**src/acdma_pkg.sv**
```systemverilog
// Package of constants and types for the converter DMA buffer interface
// Behaviour
// - A read of the vector base register returns the written base plus the ready channel ID shifted left by the vector shift amount.
// - The channel ID used for the vector is the lowest-numbered channel whose ready flag is set.
// - While the DMA interface enable is clear, its logic is held in reset, nothing is buffered and no SRAM write happens.
// - The overflow error flag is set by hardware on a DMA buffer overflow and cleared after software reads the status register.
// - On overflow the newer sample replaces the unwritten older one and is still written.
// - The buffer B full flag of channel 0 sits at bit 16 and clears when software reads it.
// - The buffer A full flag of channel 0 sits at bit 0 and clears when software reads it.
// - With the buffer B full interrupt enable at bit 24 and mask bit IRQ_BFULL both set, a buffer B full event raises the interrupt; otherwise it does not.
// - With the buffer A full interrupt enable at bit 8 and mask bit IRQ_AFULL both set, a buffer A full event raises the interrupt; otherwise it does not.
// - With the count store enable at bit 15 set, the current buffer's count is written to the count table after each sample write.
// - Each sample of channel x into buffer z increments a one-byte counter at count base plus 2x plus z.
// - The buffer index is 0 while a channel writes buffer A and 1 for buffer B, kept per channel.
// - Count bytes are written to SRAM only while the count store enable is set.
// - The count base is a full 32-bit SRAM address.
// - A sample is stored as two bytes at data base plus (2x+z) times 2 to the (length exponent + 1) plus twice the count.
package acdma_pkg;

   localparam int ACDMA_NCHAN_DEF = 7;

   // Register byte offsets
   localparam logic [11:0] OFF_VECBASE = 12'h000;
   localparam logic [11:0] OFF_DMASTAT = 12'h004;
   localparam logic [11:0] OFF_CNTBASE = 12'h008;
   localparam logic [11:0] OFF_DATABASE = 12'h00C;
   localparam logic [11:0] OFF_CONFIG = 12'h010;
   localparam logic [11:0] OFF_IRQSTAT = 12'h014;
   localparam logic [11:0] OFF_IRQMASK = 12'h018;

   // Status and control word fields
   localparam int BIT_DMA_ON = 31;
   localparam int BIT_BFULL_IEN = 24;
   localparam int BIT_OVF = 23;
   localparam int BIT_BFULL = 16;
   localparam int BIT_CNT_ON = 15;
   localparam int BIT_AFULL_IEN = 8;
   localparam int BIT_AFULL = 0;

   // Configuration word fields, three bits each
   localparam int CFG_SHIFT_LSB = 0;
   localparam int CFG_BLEN_LSB = 8;

   // Interrupt status and mask bits
   localparam int IRQ_AFULL = 0;
   localparam int IRQ_BFULL = 1;
   localparam int IRQ_OVF = 2;

   localparam logic [31:0] RST_WORD = 32'h0000_0000;

   typedef enum logic [1:0] {
      ST_IDLE = 2'b00,
      ST_DATA = 2'b01,
      ST_CNT = 2'b10
   } acdma_state_t;

   typedef struct packed {
      logic [2:0] chan;
      logic [15:0] data;
   } acdma_smp_t;

   typedef struct packed {
      logic [31:0] addr;
      logic [15:0] data;
      logic byteWr;
   } acdma_mem_t;

endpackage : acdma_pkg

```
**src/acdma_top.sv**
```systemverilog
// Converter DMA buffer interface: APB registers, ping-pong SRAM writer, vector base
//
// The implementer's own choices: the APB register port and the placing of the registers.
module acdma_top
   import acdma_pkg::*;
#(
   parameter int NCHAN = ACDMA_NCHAN_DEF
) (
   input wire logic clk_sys, // System clock
   input wire logic rst, // Asynchronous reset, active high
   input wire logic psel, // APB select
   input wire logic penable, // APB enable
   input wire logic pwrite, // APB direction
   input wire logic [11:0] paddr, // APB byte address
   input wire logic [31:0] pwdata, // APB write data
   output logic [31:0] prdata, // APB read data
   output logic pready, // APB ready
   output logic pslverr, // APB error on unmapped address
   input wire logic [6:0] chanReady, // Channel ready flags
   input wire logic smpValid, // New sample strobe
   input wire acdma_smp_t smpIn, // Channel and sample
   output logic memReq, // SRAM write request, held until memAck
   output acdma_mem_t memOut, // SRAM write address, data, size
   input wire logic memAck, // SRAM write accepted
   output logic irq // Interrupt, level
);

   logic [31:0] prdata_ff;
   logic pready_ff;
   logic pslverr_ff;
   logic irq_ff;
   logic memReq_ff;
   acdma_mem_t memOut_ff;

   logic [15:0] vecBase_ff;
   logic dmaOn_ff;
   logic bIen_ff;
   logic aIen_ff;
   logic cntOn_ff;
   logic ovf_ff;
   logic bFull_ff;
   logic aFull_ff;
   logic [31:0] cntBase_ff;
   logic [31:0] dataBase_ff;
   logic [2:0] vecShift_ff;
   logic [2:0] bufLenExp_ff;
   logic [2:0] irqStat_ff;
   logic [2:0] irqMask_ff;

   acdma_state_t state_ff;
   acdma_smp_t pend_ff;
   logic pendValid_ff;
   acdma_smp_t cur_ff;
   logic curZ_ff;
   logic [NCHAN-1:0][7:0] count_ff;
   logic [NCHAN-1:0] bufSel_ff;

   logic apbAcc;
   logic apbWr;
   logic apbRd;
   logic mapped;
   logic [31:0] rdMux;
   logic rdDmaStat;
   logic rdIrqStat;
   logic [2:0] lowId;
   logic [15:0] vecRead;
   logic smpOk;
   logic take;
   logic ovfEvt;
   logic dataDone;
   logic [7:0] nextCount;
   logic wrap;
   logic aFullEvt;
   logic bFullEvt;

   function automatic logic [31:0] dataAddr(input logic [31:0] base, input logic [2:0] x,
                                           input logic z, input logic [2:0] bl,
                                           input logic [7:0] y);
      logic [31:0] slot;
      slot = {28'h0, x, z} << (4'(bl) + 4'h1);
      return base + slot + {23'h0, y, 1'b0};
   endfunction : dataAddr

   assign prdata = prdata_ff;
   assign pready = pready_ff;
   assign pslverr = pslverr_ff;
   assign irq = irq_ff;
   assign memReq = memReq_ff;
   assign memOut = memOut_ff;

   // APB decode; every access answers one cycle into its access phase
   assign apbAcc = psel & penable & ~pready_ff;
   assign apbWr = apbAcc & pwrite;
   assign apbRd = apbAcc & ~pwrite;
   assign rdDmaStat = apbRd && (paddr == OFF_DMASTAT);
   assign rdIrqStat = apbRd && (paddr == OFF_IRQSTAT);

   always_comb begin
      lowId = 3'h0;
      for (int i = 6; i >= 0; i--) begin
         if (chanReady[i]) begin
            lowId = 3'(i);
         end
      end
   end

   assign vecRead = vecBase_ff + 16'({13'h0, lowId} << vecShift_ff);

   always_comb begin
      rdMux = RST_WORD;
      mapped = 1'b1;
      case (paddr)
         OFF_VECBASE: begin
            rdMux = {16'h0, vecRead};
         end
         OFF_DMASTAT: begin
            rdMux[BIT_DMA_ON] = dmaOn_ff;
            rdMux[BIT_BFULL_IEN] = bIen_ff;
            rdMux[BIT_OVF] = ovf_ff;
            rdMux[BIT_BFULL] = bFull_ff;
            rdMux[BIT_CNT_ON] = cntOn_ff;
            rdMux[BIT_AFULL_IEN] = aIen_ff;
            rdMux[BIT_AFULL] = aFull_ff;
         end
         OFF_CNTBASE: begin
            rdMux = cntBase_ff;
         end
         OFF_DATABASE: begin
            rdMux = dataBase_ff;
         end
         OFF_CONFIG: begin
            rdMux[CFG_SHIFT_LSB +: 3] = vecShift_ff;
            rdMux[CFG_BLEN_LSB +: 3] = bufLenExp_ff;
         end
         OFF_IRQSTAT: begin
            rdMux = {29'h0, irqStat_ff};
         end
         OFF_IRQMASK: begin
            rdMux = {29'h0, irqMask_ff};
         end
         default: begin
            mapped = 1'b0;
         end
      endcase
   end

   always_ff @(posedge clk_sys or posedge rst) begin
      if (rst) begin
         pready_ff <= 1'b0;
         pslverr_ff <= 1'b0;
         prdata_ff <= RST_WORD;
      end else begin
         pready_ff <= apbAcc;
         pslverr_ff <= apbAcc & ~mapped;
         if (apbRd) begin
            prdata_ff <= rdMux;
         end else if (apbAcc) begin
            prdata_ff <= RST_WORD;
         end
      end
   end

   // Software-written control
   always_ff @(posedge clk_sys or posedge rst) begin
      if (rst) begin
         vecBase_ff <= RST_WORD[15:0];
         dmaOn_ff <= 1'b0;
         bIen_ff <= 1'b0;
         aIen_ff <= 1'b0;
         cntOn_ff <= 1'b0;
         cntBase_ff <= RST_WORD;
         dataBase_ff <= RST_WORD;
         vecShift_ff <= RST_WORD[2:0];
         bufLenExp_ff <= RST_WORD[2:0];
         irqMask_ff <= RST_WORD[2:0];
      end else if (apbWr) begin
         case (paddr)
            OFF_VECBASE: begin
               vecBase_ff <= pwdata[15:0];
            end
            OFF_DMASTAT: begin
               dmaOn_ff <= pwdata[BIT_DMA_ON];
               bIen_ff <= pwdata[BIT_BFULL_IEN];
               cntOn_ff <= pwdata[BIT_CNT_ON];
               aIen_ff <= pwdata[BIT_AFULL_IEN];
            end
            OFF_CNTBASE: begin
               cntBase_ff <= pwdata;
            end
            OFF_DATABASE: begin
               dataBase_ff <= pwdata;
            end
            OFF_CONFIG: begin
               vecShift_ff <= pwdata[CFG_SHIFT_LSB +: 3];
               bufLenExp_ff <= pwdata[CFG_BLEN_LSB +: 3];
            end
            OFF_IRQMASK: begin
               irqMask_ff <= pwdata[2:0];
            end
            default: begin
            end
         endcase
      end
   end

   // Hardware flags: a set in the same cycle as the clearing read wins
   always_ff @(posedge clk_sys or posedge rst) begin
      if (rst) begin
         ovf_ff <= 1'b0;
         bFull_ff <= 1'b0;
         aFull_ff <= 1'b0;
      end else begin
         ovf_ff <= ovfEvt | (ovf_ff & ~rdDmaStat);
         bFull_ff <= bFullEvt | (bFull_ff & ~rdDmaStat);
         aFull_ff <= aFullEvt | (aFull_ff & ~rdDmaStat);
      end
   end

   always_ff @(posedge clk_sys or posedge rst) begin
      if (rst) begin
         irqStat_ff <= RST_WORD[2:0];
         irq_ff <= 1'b0;
      end else begin
         irqStat_ff <= {ovfEvt, bFullEvt, aFullEvt} | (irqStat_ff & ~{3{rdIrqStat}});
         // Full events also need their own enable in the status word
         irq_ff <= |(irqStat_ff & irqMask_ff & {1'b1, bIen_ff, aIen_ff});
      end
   end

   // One-sample holding stage ahead of the SRAM writer
   assign smpOk = smpValid && (int'(smpIn.chan) < NCHAN) && dmaOn_ff;
   assign take = (state_ff == ST_IDLE) && pendValid_ff;
   assign ovfEvt = smpOk && pendValid_ff && !take;

   always_ff @(posedge clk_sys or posedge rst) begin
      if (rst) begin
         pendValid_ff <= 1'b0;
         pend_ff <= '0;
      end else if (!dmaOn_ff) begin
         pendValid_ff <= 1'b0;
      end else if (smpOk) begin
         pend_ff <= smpIn;
         pendValid_ff <= 1'b1;
      end else if (take) begin
         pendValid_ff <= 1'b0;
      end
   end

   assign dataDone = (state_ff == ST_DATA) && memAck;
   assign nextCount = count_ff[cur_ff.chan] + 8'h01;
   assign wrap = nextCount == 8'(8'h01 << bufLenExp_ff);
   assign aFullEvt = dataDone && wrap && (cur_ff.chan == 3'h0) && !curZ_ff;
   assign bFullEvt = dataDone && wrap && (cur_ff.chan == 3'h0) && curZ_ff;

   // Per-channel sample count and buffer index
   always_ff @(posedge clk_sys or posedge rst) begin
      if (rst) begin
         count_ff <= '0;
         bufSel_ff <= '0;
      end else if (!dmaOn_ff) begin
         count_ff <= '0;
         bufSel_ff <= '0;
      end else if (dataDone) begin
         if (wrap) begin
            count_ff[cur_ff.chan] <= 8'h00;
            bufSel_ff[cur_ff.chan] <= ~bufSel_ff[cur_ff.chan];
         end else begin
            count_ff[cur_ff.chan] <= nextCount;
         end
      end
   end

   // SRAM writer: sample halfword, then optional count byte
   always_ff @(posedge clk_sys or posedge rst) begin
      if (rst) begin
         state_ff <= ST_IDLE;
         memReq_ff <= 1'b0;
         memOut_ff <= '0;
         cur_ff <= '0;
         curZ_ff <= 1'b0;
      end else if (!dmaOn_ff) begin
         // Disabling aborts a write in flight
         state_ff <= ST_IDLE;
         memReq_ff <= 1'b0;
      end else begin
         case (state_ff)
            ST_IDLE: begin
               if (take) begin
                  cur_ff <= pend_ff;
                  curZ_ff <= bufSel_ff[pend_ff.chan];
                  memReq_ff <= 1'b1;
                  memOut_ff.addr <= dataAddr(dataBase_ff, pend_ff.chan,
                                             bufSel_ff[pend_ff.chan], bufLenExp_ff,
                                             count_ff[pend_ff.chan]);
                  memOut_ff.data <= pend_ff.data;
                  memOut_ff.byteWr <= 1'b0;
                  state_ff <= ST_DATA;
               end
            end
            ST_DATA: begin
               if (memAck) begin
                  if (cntOn_ff) begin
                     memOut_ff.addr <= cntBase_ff + {28'h0, cur_ff.chan, 1'b0}
                                       + {31'h0, curZ_ff};
                     memOut_ff.data <= {8'h00, nextCount};
                     memOut_ff.byteWr <= 1'b1;
                     state_ff <= ST_CNT;
                  end else begin
                     memReq_ff <= 1'b0;
                     state_ff <= ST_IDLE;
                  end
               end
            end
            ST_CNT: begin
               if (memAck) begin
                  memReq_ff <= 1'b0;
                  state_ff <= ST_IDLE;
               end
            end
            default: begin
               memReq_ff <= 1'b0;
               state_ff <= ST_IDLE;
            end
         endcase
      end
   end
endmodule : acdma_top

```
**config.mk**
```make
export PLATFORM = sky130hd
export DESIGN_NAME = acdma_top
export DESIGN_NICKNAME = d
export VERILOG_FILES = /design/src/acdma_pkg.sv /design/src/acdma_top.sv
export SDC_FILE = /design/constraint.sdc
export NUM_CORES = 1
export LEC_CHECK = 0
export BUFFER_PORTS_ARGS = -buffer_cell sky130_fd_sc_hd__buf_2
export CAP_MARGIN = 15
export CORE_UTILIZATION = 40
export CTS_BUF_LIST = sky130_fd_sc_hd__clkbuf_8
export DETAILED_ROUTE_END_ITERATION = 10
export SYNTH_ARGS = -nofsm -noshare
export SYNTH_HDL_FRONTEND = slang
export SYNTH_SLANG_ARGS = --single-unit
```
**constraint.sdc**
```tcl
create_clock -name clk_sys -period 14.5 [get_ports clk_sys]
set_clock_uncertainty 0.05 [all_clocks]
set_input_delay 0.725 -clock clk_sys [delete_from_list [all_inputs] [get_ports clk_sys]]
set_output_delay 0.725 -clock clk_sys [all_outputs]
set_load 0.05 [all_outputs]
```
---- Word-level counts from Yosys, hierarchy flattened ----
Cells that the tools add are included.
operators by class
  $add $sub $neg .......................... 7
  $lt $le $gt $ge ......................... 4
  equal/unequal tests ..................... 19
  shifts and indexed selects .............. 3
  multiplexer cells ....................... 60
  bitwise operators ....................... 23
  reductions and logical operators ........ 34
operators with widths
  operator                                               number
  two-way mux 56 bit                                     3
  two-way mux 49 bit                                     3
  case mux 49 bit (2 select lines)                       1
  two-way mux 32 bit                                     2
  bitwise AND 56 bit                                     1
  bitwise mux 56 bit                                     1
  NOT 56 bit                                             1
  binary-select mux 8 bit (select 3 bit)                 2
  equality test 12 x 5 -> 1 bit (second input constant)  3
  adder 32 x 1 -> 32 bit                                 1
  adder 32 bit                                           1
  adder 32 x 4 -> 32 bit                                 1
  adder 32 x 9 -> 32 bit                                 1
  << shifter 4 x 4 -> 32 bit                             1
  demux 8 bit (select 3 bit)                             1
  equality test 12 x 4 -> 1 bit (second input constant)  2
  two-way mux 8 bit                                      3
  case mux 6 bit (2 select lines)                        2
  two-way mux 3 bit                                      7
  two-way mux 7 bit                                      3
  adder 16 bit                                           1
  case mux 2 bit (4 select lines)                        2
  AND reduction 2 bit                                    8
  << shifter 3 x 3 -> 16 bit                             1
  43 further kinds                                       98
storage, ports and cells
  bits in registers ....................... 273
  bits of input ports ..................... 77
  output and inout bits ................... 85
  word-level logic and storage cells ...... 186

---- Longest topological paths before layout ----
Gate-level depths: netlist (run 1).
  depth in word-level cells ............... 11
  gate-level depth with buffers ........... 20
  depth with buffers taken out ............ 20

---- Worst setup path before layout (run 1) ----
OpenSTA, ideal clock, no wires.
  kind .................................... reg-to-reg
  start ................................... register bufLenExp_ff[0]
  end ..................................... register memOut_ff, in the netlist memOut[41]
  data arrival time ....................... 4.588 ns
  required time ........................... 14.324 ns
  setup slack ............................. 9.736 ns
  cell stages (with the launch flop) ...... 21
  path buffers ............................ 2
  period minus slack after synthesis ...... 4.764 ns
  cell sequence ........................... dfrtp_1 clkbuf_1 inv_1 ha_1 clkbuf_1 mux2_2 nor2_1 a31oi_1 mux2i_1 nand2_1 fa_1 inv_1 ha_1 or2_2 o31ai_1 or4_1 a211oi_1 o31ai_1 nor3_1 a21o_1 a221o_1
on the way
  word-level cells in the longest chain between the ends .. 6
RTL lines
  item                              line              source
  start, declared                   acdma_top.sv:46   logic [2:0] bufLenExp_ff;
  start signal, assigned            acdma_top.sv:174  bufLenExp_ff <= RST_WORD[2:0];
  start signal, assigned            acdma_top.sv:195  bufLenExp_ff <= pwdata[CFG_BLEN_LSB +: 3];
  adder 3 x 1 -> 4 bit              acdma_top.sv:80   slot = {28'h0, x, z} << (4'(bl) + 4'h1);
  << shifter 4 x 4 -> 32 bit        acdma_top.sv:80
  adder 32 bit                      acdma_top.sv:81   return base + slot + {23'h0, y, 1'b0};
  adder 32 x 9 -> 32 bit            acdma_top.sv:81
  two-way mux 49 bit                acdma_top.sv:288  if (take) begin
  case mux 49 bit (2 select lines)  acdma_top.sv:286  case (state_ff)
  end, declared                     acdma_top.sv:33   acdma_mem_t memOut_ff;
No other way between the ends. The select of a mux whose other input is x is not followed.
A chain may end at the register's enable or synchronous reset.

---- Final worst setup path (run 1) ----
  start ................................... register pend_ff[17] in the netlist's numbering
  end ..................................... register memOut_ff, in the netlist memOut[40]
on the way
  word-level cells in the longest chain between the ends .. 7
  elaborated cells on any way between the ends .. 9
  classes of those cells .................. 2 x add/sub; 1 x shift; 6 x mux
RTL lines
  item                                     line              source
  start, declared                          acdma_top.sv:51   acdma_smp_t pend_ff;
  start signal, assigned                   acdma_top.sv:242  pend_ff <= smpIn;
  binary-select mux 1 bit (select 3 bit)   acdma_top.sv:293  bufSel_ff[pend_ff.chan], bufLenExp_ff,
  two-way mux 1 bit (implied by the code)  acdma_top.sv:293
  << shifter 4 x 4 -> 32 bit               acdma_top.sv:80
  adder 32 bit                             acdma_top.sv:81
  adder 32 x 9 -> 32 bit *                 acdma_top.sv:81
  two-way mux 49 bit *                     acdma_top.sv:288
  case mux 49 bit (2 select lines) *       acdma_top.sv:286
Every way passes the cells marked *; elsewhere a longest branch is shown, timed or not. The select of a mux whose other input is x is not followed.

==> flow_summary.ini, run 1 <==
[finish]
num-fill-cells = 3689
drive_gt1_frac = 0.231
layout_common_cells = dfrtp_1, buf_2, nand2_1
syn_to_final_growth_pct = 14.2
multiInputGateArea_um2 = 8460
regArea_um2 = 6830
n_antenna_cell = 0
nets = 1885
final_cell_area_um2 = 18100
layout_commonest_cell = dfrtp_1

[clock_network]
cts_sinks = 273
clk_path_buf_depth = 3
clkTransAtPathRegs_ns = 0.06
cts.htree.levels = 2
cts_resized = 0
clk_latency_ns = 0.62
post_cts_buffers = 0
cts_tree = yes
cts_hold_buf = 0
clockRootBuffer = clkbuf_8
cts_made_buffers = 50

[setup_path]
r2r-end = memOut[40]$_DFFE_PP0P_
cp_max_fo = 22
path_buf_inv = 1
slowest_stage = nor2_1
worst_ep_required_time_ns = 14.92
critPathCaptureType = flop
reg2reg_slack_ns = 8.80
r2r_start = pend_ff[17]$_DFFE_PP0P_
max_stage_delay_ns = 0.57
path_common_cell = o21ai_0
path_delay_family = compound AO/OA/AOI/OAI gates
worstPathCellList = buf_4 > nor2_1 > a221o_1 > o21ai_0 > mux2_2 > mux2i_1 > nor2b_1 > fa_1 > ha_1 > nor2b_1 > o21ai_0 > a21boi_0 > o311a_1 > o21ai_0 > o211ai_1 > nand4_1 > xor2_1 > o211ai_1
worstSetupStartpointType = flop
worst-setup-path-type = flop to flop
cp.depth = 18
rr_worst_depth = 18
cp.arrival_ns = 6.12

[route]
via_per_inst = 5.77
post_drt_wl_per_cell_um = 21.6
ant_nets = 0
initialDrtViolationCount = 900
dr.pass1.iters = 5
drc = 0
vias = 13300
wl_um = 49600

[timing]
post-route-min-period_ns = 5.70
setup_viol_count_final = 0
rsz0062_at_grt = false
hold_viol = 0
worst_pin_slew_ns = 1.06
slew_headroom = 0.291
slew_violations = 0
fmaxAchievable_mhz = 176
finalCritPeriodShare = 0.393
finalSetupTns_ns = 0

[synthesis]
synth_top_family_by_area = compound AO/OA/AOI/OAI gates
synth_fa_ha_area_frac = 0.0549
synth-xor-area-share = 0.0466
ys.flop_type = dfrtp_1
synth_area_um2 = 15900
synth.area.mux_share = 0.117
yosys_warnings = 0
async_flop_share = 1.00
synth_cells = 1608
seq_area_frac_synth = 0.431
synth_cell_types = 83
synth_simple_gate_area_share = 0.149
syn_area_per_cell_um2 = 9.86
synth_compound_area_frac = 0.166
syn-num-nets = 1748
ys_seq_elements = 273
synth_edf_count = 0

[global_routing]
grt_max_degree = 122
use_met1 = 0.313
grt_pass1_wl_um = 77100
grtUsageMet2 = 0.410
grt_pass1_vias = 13000
grt_usage = 0.246
grt-ovfl-total = 0
antenna_found_initial = 0
met3_usage = 0.0386
grt.busiest_layer = met2

[die]
pin_count = 162
num_rows = 72
initial_core_util = 0.408
fp.dieH_um = 201
fp.dieW_um = 201
dieArea_um2 = 40400
core_um2 = 38800

[min_path]
hold_class = input pin to async pin

[power_and_ir_drop]
power.density_nw_per_um2 = 155
leakagePower_nw = 8.45
vdd_drop_max_mv = 0.0786

[place]
place_area_um2 = 17100
port_buffers = 161
place.detailed.hpwl_um = 35400
gp_congestion = 0.896

[run_status]
status = completed

[run]
maxCapViolations = 0
-- area by class of cell --
cell class,count,area share
clock buffers,59,0.0449
clock inverters,27,0.0117
inverters,40,0.00871
multi-input cells,1195,0.467
flip-flops and latches,273,0.377
well taps,518,0.0358
repair buffers,185,0.0545
-- worst max-delay path by stage --
stage,startpoint,end
5_1_grt,pend_ff[17]$_DFFE_PP0P_,memOut[40]$_DFFE_PP0P_
3_3_place_gp,pend_ff[17]$_DFFE_PP0P_,memOut[40]$_DFFE_PP0P_
2_1_floorplan,rst,aFull_ff$_DFF_PP0_
6_report,pend_ff[17]$_DFFE_PP0P_,memOut[40]$_DFFE_PP0P_
4_1_cts,pend_ff[16]$_DFFE_PP0P_,memOut[40]$_DFFE_PP0P_
3_5_place_dp,pend_ff[16]$_DFFE_PP0P_,memOut[48]$_DFFE_PP0P_
-- synthesized netlist by cell type, types with 8 or more instances --
cell      count  area [um2]
buf_2        11        55.1
xnor2_1      45         394
inv_1        39         146
mux2i_1      29         290
nor3_1       23         115
or2_2         8        50.1
nand2b_1     11        68.8
a21oi_1      75         375
mux2_2      113        1270
a211oi_1     10        75.1
nor2_1      132         495
o22ai_1      14        87.6
a21o_1       17         128
nand2_1     143         537
xor2_1       31         272
or3_1         9        56.3
and3_1       15        93.8
o21ai_0     101         505
mux4_2       11         248
a22o_1       10        87.6
nor2b_1      17         106
ha_1         52         651
o21ai_1       8        40.0
o31ai_1      53         398
fa_1         11         220
dfrtp_1     273        6830
nand4_1      19         119
a32oi_1       8        70.1
clkbuf_1     78         293
nand3_1      88         440
a22oi_1      44         330
-- where the power goes --
group / switching (mW) / internal [mW] / leakage, nW
registers: 0.115 / 0.898 / 3.57
logic: 0.703 / 0.333 / 4.32
clock network: 0.342 / 0.423 / 0.565
total: 1.16 / 1.65 / 8.45
-- registers in the layout, indices dropped and copies added, names as in the netlist, 7 cells and up --
name	count
memOut	49
dataBase_ff	32
count_ff	56
pend_ff	19
vecBase_ff	16
bufSel_ff	7
prdata	32
cntBase_ff	32
-- metrics by stage --
stage / power (mW) / util / hold slack, ns / std cells / setup slack [ns]
floorplan: 1.76 / - / 0.383 / 1608 / 6.20
global placement: 2.04 / 0.440 / 0.392 / 2211 / 9.08
detailed placement: 2.05 / 0.440 / 0.392 / 2211 / 8.83
CTS: 2.83 / 0.466 / 0.254 / 2297 / 8.81
global route: 2.95 / 0.466 / 0.244 / 2297 / 8.37
finish: 2.81 / 0.466 / 0.200 / 2297 / 8.80
-- per-layer routing --
metal | vias to the layer above | wire, um
li1 | 6120 | -
met1 | 6565 | 20800
met2 | 449 | 24000
met3 | 121 | 2570
met4 | 0 | 2300
met5 | - | 0
-- worst register-to-register path: stages, from the launching register on --
cell and delay [ns]:
dfrtp_1 0.36, buf_4 0.24, nor2_1 0.57, a221o_1 0.26, o21ai_0 0.18, mux2_2 0.36
mux2i_1 0.31, nor2b_1 0.23, fa_1 0.44, ha_1 0.35, nor2b_1 0.15, o21ai_0 0.21
a21boi_0 0.18, o311a_1 0.38, o21ai_0 0.50, o211ai_1 0.35, nand4_1 0.20, xor2_1 0.15
o211ai_1 0.09
-- kinds of logic after synthesis --
group,count (synthesis)
multiplexers,156
adder cells (fa/ha/maj),63
AO/OA/AOI/OAI,401
XOR/XNOR,79
buffers and inverters,140
AND/OR/NAND/NOR,495
flip-flops,273
other,1
No activity file was read; power rests on OpenSTA's default activity.
==> run 2, diff against run 1 <==
- clock period: 14.5 -> 5.2 ns (I/O delays scaled with it)
==> run 2 against run 1 <==
  * Sequential cell count is the same
  * Combinational power grew to 2.9 times the previous value
  * Total power grew to 2.9 times the previous value
  * Final area grew 4.9%
  * Global-route usage rose by 0.35 points
  * Routed wire length rose by 1.6%
  * Largest power group unchanged
  * Register-to-register slack got worse by 8.5 ns
  * Final cell count is 3.4% higher
  * Critical path depth down 3
  * Worst hold slack got worse by 0.14 ns
  * Count of clock-buffer cells in the layout rose by 6
  * Sequential power rose to 2.8 times the previous value
==> flow_summary.ini, run 2 (synthesis results as in run 1) <==
[route]
via_per_inst = 5.77
dr.pass1.iters = 6
vias = 13700
ant_nets = 0
wl_um = 50400
post_drt_wl_per_cell_um = 21.2
initialDrtViolationCount = 976
drc = 0

[run]
maxCapViolations = 0

[finish]
layout_common_cells = dfrtp_1, buf_2, nand2_1
largest_reg_flops = 56
nets = 1956
syn_to_final_growth_pct = 19.8
fin_cells = 2376
layout_commonest_cell = dfrtp_1
drive_gt1_frac = 0.235
top_register = count_ff
n_antenna_cell = 0

[timing]
post-route-min-period_ns = 4.86
slew_headroom = 0.338
setup_viol_count_final = 0
fmaxAchievable_mhz = 206
worst_pin_slew_ns = 0.991
timing.hold.ws_ns = 0.0635
finalSetupTns_ns = 0
finalCritPeriodShare = 0.935
rsz0062_at_grt = false
hold_viol = 0
fin_ws_ns = 0.336
slew_violations = 0

[die]
pin_count = 162
core_um2 = 38800
fp.dieW_um = 201
fp.dieH_um = 201
initial_core_util = 0.408
num_rows = 72
dieArea_um2 = 40400

[global_routing]
antenna_found_initial = 0
grt_usage = 0.250
grt_pass1_wl_um = 78700
grt-ovfl-total = 0
grt_max_degree = 135
grt_pass1_vias = 13600

[clock_network]
clk_latency_ns = 0.63
cts_sinks = 273
clkTransAtPathRegs_ns = 0.06
cts_made_buffers = 51
clk_path_buf_depth = 3
cts.htree.levels = 2
clockRootBuffer = clkbuf_8
cts_tree = yes

[setup_path]
worstSetupStartpointType = flop
max_stage_delay_ns = 0.61
slowest_stage = or4_1
worstPathCellList = inv_1 > ha_1 > mux2_2 > mux2i_1 > nor2b_1 > fa_1 > ha_1 > a21oi_1 > o21a_1 > or4_1 > a21oi_2 > nor2_1 > nor2_1 > mux2_2 > a221oi_1
cp.arrival_ns = 5.30
cp_max_fo = 8
worst_ep_required_time_ns = 5.64
worst-setup-path-type = flop to flop
reg2reg_slack_ns = 0.34
critPathCaptureType = flop

[place]
port_buffers = 161
gp_congestion = 0.961
place_ws_ns = -0.107
place.detailed.hpwl_um = 35500
place_inst = 2222

[power_and_ir_drop]
power.density_nw_per_um2 = 432
leakagePower_nw = 8.86
vdd_drop_max_mv = 0.190

[min_path]
hold_class = input pin to flop

[run_status]
status = completed
## run 2: cell count changes in the layout (fill, tap and decap cells not counted), sizes merged
cell	before	now
dlygate4sd3	0	56
buf	185	199
clkinvlp	4	2
clkbuf	59	65
clkinv	6	7
inv	54	55
bufinv	3	6
## run 2: repair_timing
item / CTS / global route
hold buffers: 56 / 0
endpoints found under the hold margin: 161 / 0
pin swaps: 1 / 0
endpoints found under the setup margin: 6 / 17
resized for setup: 0 / 8
setup buffers: 1 / 1
## run 2: final timing paths
check,cells past startpoint,start,to
worst min register to register,2,pend_ff[11]$_DFFE_PP0P_,memOut[12]$_DFFE_PP0P_
max in group asynchronous,5,rst,dataBase_ff[1]$_DFFE_PP0P_
worst max register to register,15,bufLenExp_ff[1]$_DFFE_PP0P_,memOut[37]$_DFFE_PP0P_
worst max-delay path,15,bufLenExp_ff[1]$_DFFE_PP0P_,memOut[37]$_DFFE_PP0P_
worst min-delay path,4,paddr[1],pslverr$_DFF_PP0_
min in group asynchronous,3,rst,vecBase_ff[10]$_DFFE_PP0P_
## run 2: critical path: cells and delay by family (launching register included)
family / cells / cell delay [ns]
adders and majority gates: 3 / 1.23
AOI/OAI and AO/OA: 4 / 0.79
DFF: 1 / 0.43
and+or+nand+nor: 4 / 1.08
muxes: 3 / 1.02
buffers and inverters: 1 / 0.13
## run 2: cell type report
class                   instances  area, um2
clock inverters                30        288
multi-input cells            1195       8480
well taps                     518        648
inverters                      40        154
flip-flops and latches        273       6830
repair buffers                255       1700
fillers                      3625      19800
clock buffers                  65        895
## run 2: through the flow
step	power [mW]	cell area, um2	util
floorplan	4.90	15900	-
global placement	5.72	17200	0.443
detailed placement	5.76	17200	0.443
CTS	8.23	18900	0.488
global route	8.60	19000	0.489
finish	8.20	19000	0.489
## run 2: power breakdown
part / leakage (nW) / internal [mW] / switching (mW)
Clock: 0.664 / 1.42 / 0.983
Combinational: 4.63 / 0.999 / 1.98
Sequential: 3.57 / 2.51 / 0.311
Total: 8.86 / 4.93 / 3.28
## run 2: per-layer routing
metal  part of all wire  up-vias  wire length, um  track usage
met5                  0        -                0            0
met4              0.035        0             1770       0.0976
met3              0.054      116             2720       0.0406
li1                   -     6287                -            -
met1               0.41     6834            20800        0.312
met2               0.50      476            25100        0.430
==> run 3, diff against run 2 <==
--- a/config.mk
+++ b/config.mk
@@ -11,4 +11,5 @@
 export CTS_BUF_LIST = sky130_fd_sc_hd__clkbuf_8
 export DETAILED_ROUTE_END_ITERATION = 10
+export PLACE_DENSITY = 0.58
 export SYNTH_ARGS = -nofsm -noshare
 export SYNTH_HDL_FRONTEND = slang
--- a/constraint.sdc
+++ b/constraint.sdc
@@ -3,3 +3,3 @@
 set_input_delay 0.26 -clock clk_sys [delete_from_list [all_inputs] [get_ports clk_sys]]
 set_output_delay 0.26 -clock clk_sys [all_outputs]
-set_load 0.05 [all_outputs]
+set_load 0.1 [all_outputs]
==> run 3 against run 2 <==
  * Combinational power rose by 19%
  * Count of clock-buffer cells in the layout fell by 2
  * Largest cell class unchanged
  * Routed wire length rose by 1.8%
  * Die area did not move
  * Critical path type unchanged
  * First-iteration DRC count fell by 12%
  * Sequential cell count did not move
  * Setup slack improved by 0.057 ns
  * Sequential power barely moved
  * Final area fell by 0.65%
  * Register-to-register slack improved by 0.06 ns
  * Final cell count rose by 0.13%
  * Highest routed layer unchanged
  * Global-route usage rose by 0.81 points
==> flow_summary.ini, run 3 (synthesis results as in run 1) <==
[setup_path]
crit_start = bufLenExp_ff[1]$_DFFE_PP0P_
reg2reg_slack_ns = 0.39
cp_max_fo = 8
max_stage_delay_ns = 0.58
path_buf_inv = 1
worst-setup-path-type = flop to flop
worst_ep_required_time_ns = 5.67
path_delay_family = adder cells
slowest_stage = or4_1
worstSetupStartpointType = flop
critPathCaptureType = flop
worstPathCellList = inv_1 > ha_1 > mux2_2 > mux2i_1 > nor2b_1 > fa_1 > ha_1 > a21oi_1 > o21a_1 > or4_1 > a21oi_1 > nor2_1 > nor2_1 > mux2_2 > a221oi_1
r2r_start = bufLenExp_ff[1]$_DFFE_PP0P_
cp.arrival_ns = 5.28

[min_path]
hold_class = input pin to flop
hp-start = smpValid

[timing]
post-route-min-period_ns = 4.81
finalSetupTns_ns = 0
rsz0062_at_grt = false
slew_violations = 0
hold_viol = 0
slew_headroom = 0.331
setup_viol_count_final = 0
fmaxAchievable_mhz = 208
timing.hold.ws_ns = 0.0513
worst_pin_slew_ns = 1.00
finalCritPeriodShare = 0.924

[die]
fp.dieH_um = 201
num_rows = 72
fp.dieW_um = 201
initial_core_util = 0.408
core_um2 = 38800
pin_count = 162
dieArea_um2 = 40400

[route]
wl_um = 51300
initialDrtViolationCount = 862
vias = 13400
dr.pass1.iters = 5
drc = 0
via_per_inst = 5.63
ant_nets = 0
post_drt_wl_per_cell_um = 21.6

[global_routing]
grt-ovfl-total = 0
grt_max_degree = 150
antenna_found_initial = 0
grt_usage = 0.258
grt_pass1_vias = 13700
grt_pass1_wl_um = 80500

[power_and_ir_drop]
power.density_nw_per_um2 = 450
vdd_drop_max_mv = 0.262
leakagePower_nw = 8.82

[place]
port_buffers = 161
place_area_um2 = 17200
gp_congestion = 0.935
place.detailed.hpwl_um = 36700

[clock_network]
cts_tree = yes
clockRootBuffer = clkbuf_8
cts_made_buffers = 52
clkTransAtPathRegs_ns = 0.06
clk_latency_ns = 0.65
cts.htree.levels = 2
clk_path_buf_depth = 3
cts_sinks = 273

[finish]
syn_to_final_growth_pct = 19.1
layout_common_cells = dfrtp_1, buf_2, nand2_1
final_cell_area_um2 = 18900
post-route-util = 0.486
n_antenna_cell = 0
drive_gt1_frac = 0.232
nets = 1961
top_register = count_ff
layout_commonest_cell = dfrtp_1
largest_reg_flops = 56

[run]
maxCapViolations = 0

[run_status]
status = completed
==> run 3: through the flow <==
stage	cells	total power [mW]	setup WS [ns]
finish	2379	8.49	0.393
global route	2379	8.92	0.0329
CTS	2378	8.52	0.0771
detailed placement	2226	6.35	0.110
global placement	2226	6.31	0.198
floorplan	1608	5.44	0.436
==> run 3: where the power goes <==
part / internal (mW) / switching [mW] / total (mW)
clock: 1.15 / 0.974 / 2.12
sequential: 2.51 / 0.318 / 2.82
combinational: 1.00 / 2.54 / 3.55
total: 4.65 / 3.84 / 8.49
==> run 3: final cells by class <==
| type | count | area (um2) |
|---|---|---|
| clock buffer | 63 | 867 |
| clock inverter | 31 | 170 |
| fill | 3663 | 20000 |
| inverter | 40 | 154 |
| multi-input combinational | 1195 | 8480 |
| sequential | 273 | 6830 |
| tap | 518 | 648 |
| timing repair buffer | 259 | 1720 |
==> run 3: worst reg2reg max path: stages (launching register included) <==
cell and delay, ns:
dfrtp_1 0.43, inv_1 0.12, ha_1 0.44, mux2_2 0.38, mux2i_1 0.29, nor2b_1 0.21
fa_1 0.43, ha_1 0.34, a21oi_1 0.13, o21a_1 0.22, or4_1 0.58, a21oi_1 0.19
nor2_1 0.09, nor2_1 0.15, mux2_2 0.35, a221oi_1 0.27
==> run 3: routing by layer <==
metal  vias up  GRT usage  share of wire
met4         0      0.113          0.042
met1      6602      0.328           0.43
met3       118     0.0404          0.046
met5         -          0              0
li1       6276          -              -
met2       397      0.432           0.49
==> run 3: path summary, 6_finish.rpt <==
kind	cells past startpoint	to
worst max-delay path	15	memOut[37]$_DFFE_PP0P_
worst max register to register	15	memOut[37]$_DFFE_PP0P_
min in group asynchronous	3	dataBase_ff[13]$_DFFE_PP0P_
max in group asynchronous	4	memOut[4]$_DFFE_PP0P_
worst min register to register	2	memOut[9]$_DFFE_PP0P_
worst min-delay path	4	pend_ff[16]$_DFFE_PP0P_
==> run 3: what timing repair did <==
action                                  CTS  global route
hold endpoints to repair                146             0
resized for setup                         0             6
hold buffers                             58             0
endpoints found under the setup margin    0            17
setup buffers                             0             1
